File: src/rtl/dprm_pkg.sv
// Package of constants and carriers for the loop mode and adjustment block
package dprm_pkg;
   localparam int ADDR_W = 8;
   localparam int DATA_W = 16;
   localparam logic [7:0] OFS_MODE = 8'h30;
   localparam logic [7:0] OFS_ADJUST = 8'h32;
   localparam logic [7:0] OFS_STATUS = 8'h34;
   localparam int MODE_FREERUN_BIT = 0;
   localparam int MODE_SRC_BIT = 1;
   localparam int MODE_FREQ_LSB = 3;
   localparam int MODE_INV_BIT = 7;
   localparam logic [15:0] MODE_WR_MASK = 16'h009b;
   localparam logic [15:0] MODE_RESET = 16'h0000;
   localparam int ADJ_SKEW_LSB = 0;
   localparam int ADJ_OFFSET_LSB = 3;
   localparam int ADJ_OFFSET_W = 13;
   localparam logic [15:0] ADJ_RESET = 16'h0000;
   localparam int STAT_LIMIT_BIT = 3;
   localparam int STAT_FREQ_BIT = 4;
   localparam logic [1:0] FREQ_8K = 2'h0;
   localparam logic [1:0] FREQ_1544 = 2'h1;
   localparam logic [1:0] FREQ_2048 = 2'h2;
   localparam logic [1:0] FREQ_RSVD = 2'h3;
   localparam int SKEW_STEP_PS = 1900;
   localparam int SKEW_MAX_PS = 13300;
   localparam int OFS_STEP_E1_PS = 15200;
   localparam int OFS_STEP_T1_PS = 20200;
   localparam int CLK_PERIOD_NS = 100;
   localparam int LOSS_TIME_NS = 250000;
   localparam int LOSS_CYCLES = LOSS_TIME_NS / CLK_PERIOD_NS;
   typedef enum logic [1:0] {DPRM_MASTER, DPRM_FREERUN, DPRM_BYPASS} dprm_mode_t;
   typedef struct packed {
      logic [7:0] addr;
      logic [15:0] wdata;
      logic wr;
      logic rd;
   } dprm_bus_t;
   typedef struct packed {
      dprm_mode_t mode;
      logic use_internal;
      logic [1:0] freq;
      logic invert;
      logic [2:0] skew;
      logic signed [12:0] offset;
      logic [15:0] offset_step_ps;
   } dprm_ctl_t;
endpackage

File: src/rtl/dprm_ctrl.sv
// Mode control, output adjustment and status registers of the loop
// Behaviour
// Two-bit frequency field picks 8 kHz, 1.544 MHz, 2.048 MHz or reserved.
// Software keeps frequency field at 00 when internal source is chosen.
// Source bit low takes reference pin; high takes internal 8 kHz from frame/clock.
// Serial data inputs refused while frame pulse or clock is absent.
// System restores frame pulse and clock after internal reference fails.
// Free-run low and control bit 14 low gives master mode.
// Free-run high and control bit 14 low gives free-run mode.
// Control bit 14 high makes the free-run bit irrelevant.
// Three-bit skew delays outputs 0 to 13.3 ns in 1.9 ns steps.
// Skew and offset ignored in free-run or bypass mode.
// Signed offset advances or delays outputs; sign picks direction.
// Offset step 15.2 ns for 8 kHz or 2.048 MHz reference.
// Offset step 20.2 ns for 1.544 MHz reference.
// Housekeeping register shows frequency status and limit flag, read-only.
`timescale 1ns/1ps
module dprm_ctrl #(
   parameter int LOSS_CYCLES = dprm_pkg::LOSS_CYCLES
) (
   input wire logic mclk_in,
   input wire logic resetn_in,
   input wire logic [7:0] addr_in,
   input wire logic [15:0] wdata_in,
   input wire logic wr_in,
   input wire logic rd_in,
   output logic [15:0] rdata_out,
   input wire logic bypass_in,
   input wire logic ext_ref_in,
   input wire logic frame_pulse_in,
   input wire logic serial_clock_in,
   input wire logic ref_freq_ok_in,
   input wire logic loop_limit_in,
   output logic loop_ref_out,
   output logic [1:0] ref_freq_sel_out,
   output logic [1:0] loop_mode_out,
   output logic ref_invert_out,
   output logic [2:0] output_skew_ctl_out,
   output logic [15:0] skew_delay_ps_out,
   output logic signed [12:0] output_offset_out,
   output logic [15:0] offset_step_ps_out,
   output logic serial_input_enable_out
);
   initial begin
      if (LOSS_CYCLES < 2 || LOSS_CYCLES > 1048575) begin
         $error("LOSS_CYCLES out of range");
      end
   end

   dprm_pkg::dprm_bus_t bus;
   assign bus = '{addr: addr_in, wdata: wdata_in, wr: wr_in, rd: rd_in};

   logic [15:0] mode_q;
   logic [15:0] adjust_q;
   logic [15:0] rdata_q;

   // Async pins pass two flops before use
   logic [4:0] sync1_q;
   logic [4:0] sync2_q;
   always_ff @(posedge mclk_in) begin
      if (!resetn_in) begin
         sync1_q <= 5'h00;
         sync2_q <= 5'h00;
      end else begin
         sync1_q <= {ext_ref_in, frame_pulse_in, serial_clock_in, ref_freq_ok_in, loop_limit_in};
         sync2_q <= sync1_q;
      end
   end
   logic ext_ref_s, fp_s, ck_s, freq_ok_s, limit_s;
   assign {ext_ref_s, fp_s, ck_s, freq_ok_s, limit_s} = sync2_q;

   // Register writes; reserved bits forced to zero
   always_ff @(posedge mclk_in) begin
      if (!resetn_in) begin
         mode_q <= dprm_pkg::MODE_RESET;
         adjust_q <= dprm_pkg::ADJ_RESET;
      end else if (bus.wr) begin
         if (bus.addr == dprm_pkg::OFS_MODE) begin
            mode_q <= bus.wdata & dprm_pkg::MODE_WR_MASK;
         end else if (bus.addr == dprm_pkg::OFS_ADJUST) begin
            adjust_q <= bus.wdata;
         end
      end
   end

   // Status writes dropped, unmapped reads give zero
   always_ff @(posedge mclk_in) begin
      if (!resetn_in) begin
         rdata_q <= 16'h0000;
      end else if (bus.rd) begin
         if (bus.addr == dprm_pkg::OFS_MODE) begin
            rdata_q <= mode_q;
         end else if (bus.addr == dprm_pkg::OFS_ADJUST) begin
            rdata_q <= adjust_q;
         end else if (bus.addr == dprm_pkg::OFS_STATUS) begin
            rdata_q <= {11'h000, freq_ok_s, limit_s, 3'h0};
         end else begin
            rdata_q <= 16'h0000;
         end
      end else begin
         rdata_q <= 16'h0000;
      end
   end
   assign rdata_out = rdata_q;

   // Decode of the control fields
   dprm_pkg::dprm_ctl_t ctl;
   always_comb begin
      ctl.freq = mode_q[dprm_pkg::MODE_FREQ_LSB +: 2];
      ctl.use_internal = mode_q[dprm_pkg::MODE_SRC_BIT];
      ctl.invert = mode_q[dprm_pkg::MODE_INV_BIT];
      if (bypass_in) begin
         ctl.mode = dprm_pkg::DPRM_BYPASS;
      end else if (mode_q[dprm_pkg::MODE_FREERUN_BIT]) begin
         ctl.mode = dprm_pkg::DPRM_FREERUN;
      end else begin
         ctl.mode = dprm_pkg::DPRM_MASTER;
      end
      if (ctl.mode == dprm_pkg::DPRM_MASTER) begin
         ctl.skew = adjust_q[dprm_pkg::ADJ_SKEW_LSB +: 3];
         ctl.offset = adjust_q[dprm_pkg::ADJ_OFFSET_LSB +: dprm_pkg::ADJ_OFFSET_W];
      end else begin
         ctl.skew = 3'h0;
         ctl.offset = 13'h0000;
      end
      if (ctl.freq == dprm_pkg::FREQ_1544) begin
         ctl.offset_step_ps = 16'(dprm_pkg::OFS_STEP_T1_PS);
      end else begin
         ctl.offset_step_ps = 16'(dprm_pkg::OFS_STEP_E1_PS);
      end
   end

   // Internal 8 kHz taken from frame pulse edges
   logic fp_prev_q;
   logic ck_prev_q;
   logic int_ref_q;
   always_ff @(posedge mclk_in) begin
      if (!resetn_in) begin
         fp_prev_q <= 1'b0;
         ck_prev_q <= 1'b0;
         int_ref_q <= 1'b0;
      end else begin
         fp_prev_q <= fp_s;
         ck_prev_q <= ck_s;
         if (fp_s && !fp_prev_q) begin
            int_ref_q <= ~int_ref_q;
         end
      end
   end

   // Loss watchdogs on frame pulse and clock activity
   logic [19:0] fp_cnt_q;
   logic [19:0] ck_cnt_q;
   logic fp_ok_q;
   logic ck_ok_q;
   always_ff @(posedge mclk_in) begin
      if (!resetn_in) begin
         fp_cnt_q <= 20'h00000;
         fp_ok_q <= 1'b0;
      end else if (fp_s != fp_prev_q) begin
         fp_cnt_q <= 20'h00000;
         fp_ok_q <= 1'b1;
      end else if (fp_cnt_q >= 20'(LOSS_CYCLES - 1)) begin
         fp_ok_q <= 1'b0;
      end else begin
         fp_cnt_q <= fp_cnt_q + 20'h00001;
      end
   end
   always_ff @(posedge mclk_in) begin
      if (!resetn_in) begin
         ck_cnt_q <= 20'h00000;
         ck_ok_q <= 1'b0;
      end else if (ck_s != ck_prev_q) begin
         ck_cnt_q <= 20'h00000;
         ck_ok_q <= 1'b1;
      end else if (ck_cnt_q >= 20'(LOSS_CYCLES - 1)) begin
         ck_ok_q <= 1'b0;
      end else begin
         ck_cnt_q <= ck_cnt_q + 20'h00001;
      end
   end

   // Registered outputs
   always_ff @(posedge mclk_in) begin
      if (!resetn_in) begin
         loop_ref_out <= 1'b0;
         ref_freq_sel_out <= dprm_pkg::FREQ_8K;
         loop_mode_out <= 2'h0;
         ref_invert_out <= 1'b0;
         output_skew_ctl_out <= 3'h0;
         skew_delay_ps_out <= 16'h0000;
         output_offset_out <= 13'h0000;
         offset_step_ps_out <= 16'h0000;
         serial_input_enable_out <= 1'b0;
      end else begin
         // Inversion only on the pin; internal source has fixed polarity
         loop_ref_out <= ctl.use_internal ? int_ref_q : (ext_ref_s ^ ctl.invert);
         ref_freq_sel_out <= ctl.freq;
         loop_mode_out <= 2'(ctl.mode);
         ref_invert_out <= ctl.invert;
         output_skew_ctl_out <= ctl.skew;
         skew_delay_ps_out <= 16'(ctl.skew * dprm_pkg::SKEW_STEP_PS);
         output_offset_out <= ctl.offset;
         offset_step_ps_out <= ctl.offset_step_ps;
         serial_input_enable_out <= fp_ok_q && ck_ok_q;
      end
   end
endmodule

File: config.mk
export PLATFORM = sky130hd
export DESIGN_NAME = dprm_ctrl
export DESIGN_NICKNAME = d
export VERILOG_FILES = /design/src/rtl/dprm_pkg.sv /design/src/rtl/dprm_ctrl.sv
export SDC_FILE = /design/constraint.sdc
export NUM_CORES = 1
export LEC_CHECK = 0
export BUFFER_PORTS_ARGS = -buffer_cell sky130_fd_sc_hd__buf_2
export CORE_MARGIN = 2
export CORE_UTILIZATION = 45
export CTS_CLUSTER_SIZE = 16
export DETAILED_ROUTE_END_ITERATION = 6
export PLACE_DENSITY = 0.74
export SYNTH_ARGS = -nofsm -noshare
export SYNTH_HDL_FRONTEND = slang
export SYNTH_SLANG_ARGS = --single-unit
File: constraint.sdc
create_clock -name mclk_in -period 5.5 [get_ports mclk_in]
set_clock_uncertainty 0.05 [all_clocks]
set_input_delay 0 -clock mclk_in [delete_from_list [all_inputs] [get_ports mclk_in]]
set_output_delay 0 -clock mclk_in [all_outputs]
set_load 0.005 [all_outputs]
Word-level counts from Yosys, hierarchy flattened

Index checks and enable logic that the tools add are counted.

Register bits after elaboration: 147
Input bits: 34
Output and inout port bits: 71
Word-level logic and storage cells: 64

Add/subtract/negate cells: 2
Multiply operators: 1
Order comparisons: 2
Eq/ne operators: 6
Mux-type cells: 12
Bitwise operators: 5
Reduce and logical (&&, ||, !) cells: 13

Operators with widths:

| kind                  | number |
|---|---|
| $add 20x1->20 const B | 2 |
| $ge 20x12->1 const B  | 2 |
| $mux 16               | 2 |
| $eq 8x6->1 const B    | 3 |
| $mux 15               | 1 |
| $mul 3x9->12 const B  | 1 |
| $mux 8                | 1 |
| $mux 1                | 6 |
| $reduce_and 2->1      | 3 |
| $reduce_or 2->1       | 3 |
| $mux 5                | 1 |
| $not 1->1             | 4 |
| $reduce_bool 2->1     | 2 |
| $reduce_and 3->1      | 1 |
| $eq 2x1->1 const B    | 1 |
| $logic_and 1x1->1     | 2 |
| $logic_not 2->1       | 1 |
| $mux 2                | 1 |
| $ne 1x1->1            | 2 |
| $logic_not 1->1       | 1 |
| $xor 1x1->1           | 1 |

Logic depth before layout (Yosys ltp)

Word-level depth: 5
Gate-level depth with buffers: 12
Depth with buffers taken out: 11

Worst setup path after synthesis

No wires, ideal clock.

Path type: register to register
Start point: register mode_q[0]
End point: register skew_delay_ps_out[10]
Library setup time: 115 ps
Arrival time: 2712 ps
Data required time: 5335 ps
Slack: 2623 ps
Stages on the path, launching flop included: 13
Buffers on the path: 2
Clock period less this slack: 2877 ps
Cell sequence: dfxtp_1 -> nor2_1 -> clkbuf_1 -> nand2_1 -> inv_1 -> ha_1 -> ha_1 -> clkbuf_1 -> a21o_1 -> a31o_2 -> a41o_1 -> xor2_1 -> and2_1

RTL lines:

| item                     | line             | text |
|---|---|---|
| start: declaration       | dprm_ctrl.sv:53  | `logic [15:0] mode_q;` |
| start signal: assignment | dprm_ctrl.sv:75  | `mode_q <= dprm_pkg::MODE_RESET;` |
| start signal: assignment | dprm_ctrl.sv:79  | `mode_q <= bus.wdata & dprm_pkg::MODE_WR_MASK;` |
| end signal: assignment   | dprm_ctrl.sv:202 | `skew_delay_ps_out <= 16'(ctl.skew * dprm_pkg::SKEW_STEP_PS);` |
| end: declaration         | dprm_ctrl.sv:39  | `output logic [15:0] skew_delay_ps_out,` |

==> metrics.cfg <==
[outcome]
outcome = finished clean

[final_layout]
layout_commonest_cell = dfxtp_1
final_cell_mix = dfxtp_1, buf_2, and2_1, and3_1, mux2i_1
fillCellCount = 867
fin_nets = 646
post-route-util_pct = 58.6
layout.cells.non_filler = 749
stdcell_area_um2 = 6320
drive_above_1_share_pct = 22.5
num_antenna_cells = 0
synthToLayoutAreaGrowth_pct = 27.3

[critical_path]
path_depth = 10
critPathTopFamily = compound AO/OA/AOI/OAI gates
critPathMostFrequentCell = nor2_1
reg2reg_depth = 10
criticalPathCategory = reg -> reg
startpoint_type = flop
crit_path_end = skew_delay_ps_out[13]
crit_path_end_kind = flop
critPathBufInv = 1
reg2reg_to = skew_delay_ps_out[13]
path_cells = nor2_1 > buf_4 > and2_1 > ha_1 > fa_1 > a21o_1 > a21oi_1 > o21ai_0 > a211oi_1 > nor2_1
cp.arrival_ns = 3.26
r2r_slack_ns = 2.58
cp.required_ns = 5.84
startpoint = mode_q[0]
crit_slowest_cell = fa_1
timing.rr.start = mode_q[0]
cp_slowest_stage_delay_ns = 0.48
worstPathMaxFanout = 17

[placement]
dp_hpwl_um = 6350
pre_cts_slack_ns = 2.61
placed_cell_area_um2 = 5450
port_buffers = 95
gp_congestion = 0.831
dp.cells = 691

[power]
power.leakage_nw = 3.09
total_power_mw = 2.16
p_int_mw = 1.74
irDropWorstVdd_mv = 0.209
swShare_pct = 19.5
seqPwrFrac_pct = 44.1
p_switching_mw = 0.421
combPwrFrac_pct = 3.5
powerDensity_nw_per_um2 = 341
pwr-share-clk_pct = 52.4

[clocking]
clock_latency_ns = 0.51
cts_root_buf = clkbuf_8
postCtsSetupBuffers = 0
clockBufferDepth = 2
path_clk_slew_ns = 0.05
cts_buffers = 17
htree_levels = 4
clock_sinks = 129
cts_tree = yes

[detailed_routing]
final_antenna_net_count = 0
dr_total_vias = 3667
routed_via_density = 4.90
wl_per_cell_um = 12.8
dr.pass1.iters = 4
drt_wl_total_um = 9600
drt_iter0_drc = 191
drc = 0

[global_route]
grt_pass1_wl_um = 16000
grt_start_max_net_pins = 96
grt-ovfl-total = 0
antenna_found_initial = 0
globalRouteTotalUtil_pct = 17.3
grt_pass1_vias = 3535

[sta]
period_needed_ns = 2.92
whs_ns = 0.0209
rsz0062_at_grt = false
drv_slew = 0
post-route-period-util_pct = 53.0
slew_headroom_pct = 22.6
worstMarginPinSlew_ns = 1.16
finalSetupTns_ns = 0
setup_viol = 0
layout_setup_ws_ns = 2.58
hold_violations = 0
fmax_mhz = 343

[floorplanning]
die_h_um = 109
start_util_pct = 46.0
ios = 105
die_w_um = 109
core_area_um2 = 10800
dieArea_um2 = 11900
rows = 38

[synth]
synthArstFlopShare_pct = 0
yosysSeqAreaShare_pct = 52.0
synth.avg_cell_area_um2 = 10.3
synthFlopType = dfxtp_1
synth-seq-cells = 129
synth_cell_types = 46
synth_top_area_cell = dfxtp_1
synth_warnings = 0
synthDominantCellAreaShare_pct = 52.0
synth_area_leaders = dfxtp_1, mux2i_1, and2_1
syn_area_um2 = 4970
syn_inst = 483
synth-edff-count = 0

[min_path]
hold_path.startpoint = resetn_in
hold_path.class = in -> reg

[job]
maxCapViolations = 0

## layout make-up
class                      count  area (um^2)  area share [%]
sequential                   129         2580            40.8
multi-input combinational    316         2160            34.2
timing repair buffer         124          761            12.0
clock buffer                  20          445            7.04
tap                          140          175            2.77
clock inverter                11          161            2.55
inverter                       9         33.8           0.534
## repair_timing
action	in CTS	in global routing
hold buffers	27	0
endpoints found under the hold margin	47	0
resized for setup	0	0
## Yosys cell counts (2+ instances only)
library cell and instances:
a21boi_0 3, a21o_1 2, a21oi_1 15, a31oi_1 2
and2_1 42, and3_1 39, buf_2 2, buf_4 18
clkbuf_1 16, dfxtp_1 129, fa_1 3, ha_1 12
inv_1 9, mux2i_1 28, nand2_1 20, nand2b_1 2
nand3_1 9, nand4_1 3, nand4_4 2, nor2_1 24
nor2b_1 24, nor3_1 7, nor3b_1 3, nor4_1 4
o21ai_0 16, or3_1 9, xnor2_1 16, xor2_1 6
## cell families (layout without fill, tap and decap cells)
group,after synthesis,count (layout),share of synthesized area [%]
other cells,1,9,0.0755
flops,129,129,52.0
buf+inv,46,164,5.04
fa+ha+maj,15,15,4.23
mux,28,28,5.64
compound gates,44,44,5.19
simple gates,198,198,24.0
xor+xnor,22,22,3.88
## per-layer routing
layer  GRT usage, %  vias to the layer above  wire [um]
li1               -                     1837          -
met1           20.5                     1731       4340
met2           28.7                       84       4650
met3           5.92                       15        413
met4           6.87                        0        192
met5              0                        -          0
## sequential cells by signal, indices dropped and copies added (netlist names)
signal,count
sync1_q,5
loop_ref_out,1
ck_ok_q,1
loop_mode_out,2
skew_delay_ps_out,11
int_ref_q,1
fp_cnt_q,20
fp_prev_q,1
mode_q,5
serial_input_enable_out,1
ref_freq_sel_out,2
adjust_q,16
offset_step_ps_out,3
fp_ok_q,1
output_offset_out,13
ref_invert_out,1
rdata_out,16
ck_cnt_q,20
sync2_q,5
ck_prev_q,1
output_skew_ctl_out,3
## worst min-delay path by stage
stage | to | cells past startpoint
global placement | sync1_q[4] | 2
global route | offset_step_ps_out[11] | 2
CTS | offset_step_ps_out[11] | 2
detailed placement | sync1_q[4] | 2
finish | offset_step_ps_out[11] | 2
floorplan | offset_step_ps_out[11] | 0
## power by group through the flow
stage / registers (mW) / logic [mW] / clock network, mW
5_1_grt: 0.953 / 0.0834 / 1.20
3_3_place_gp: 0.971 / 0.0590 / 0
6_report: 0.952 / 0.0745 / 1.13
2_1_floorplan: 0.971 / 0.0443 / 0
3_5_place_dp: 0.972 / 0.0606 / 0
4_1_cts: 0.952 / 0.0748 / 1.16
Note: power is estimated with default switching activity, not from simulation.
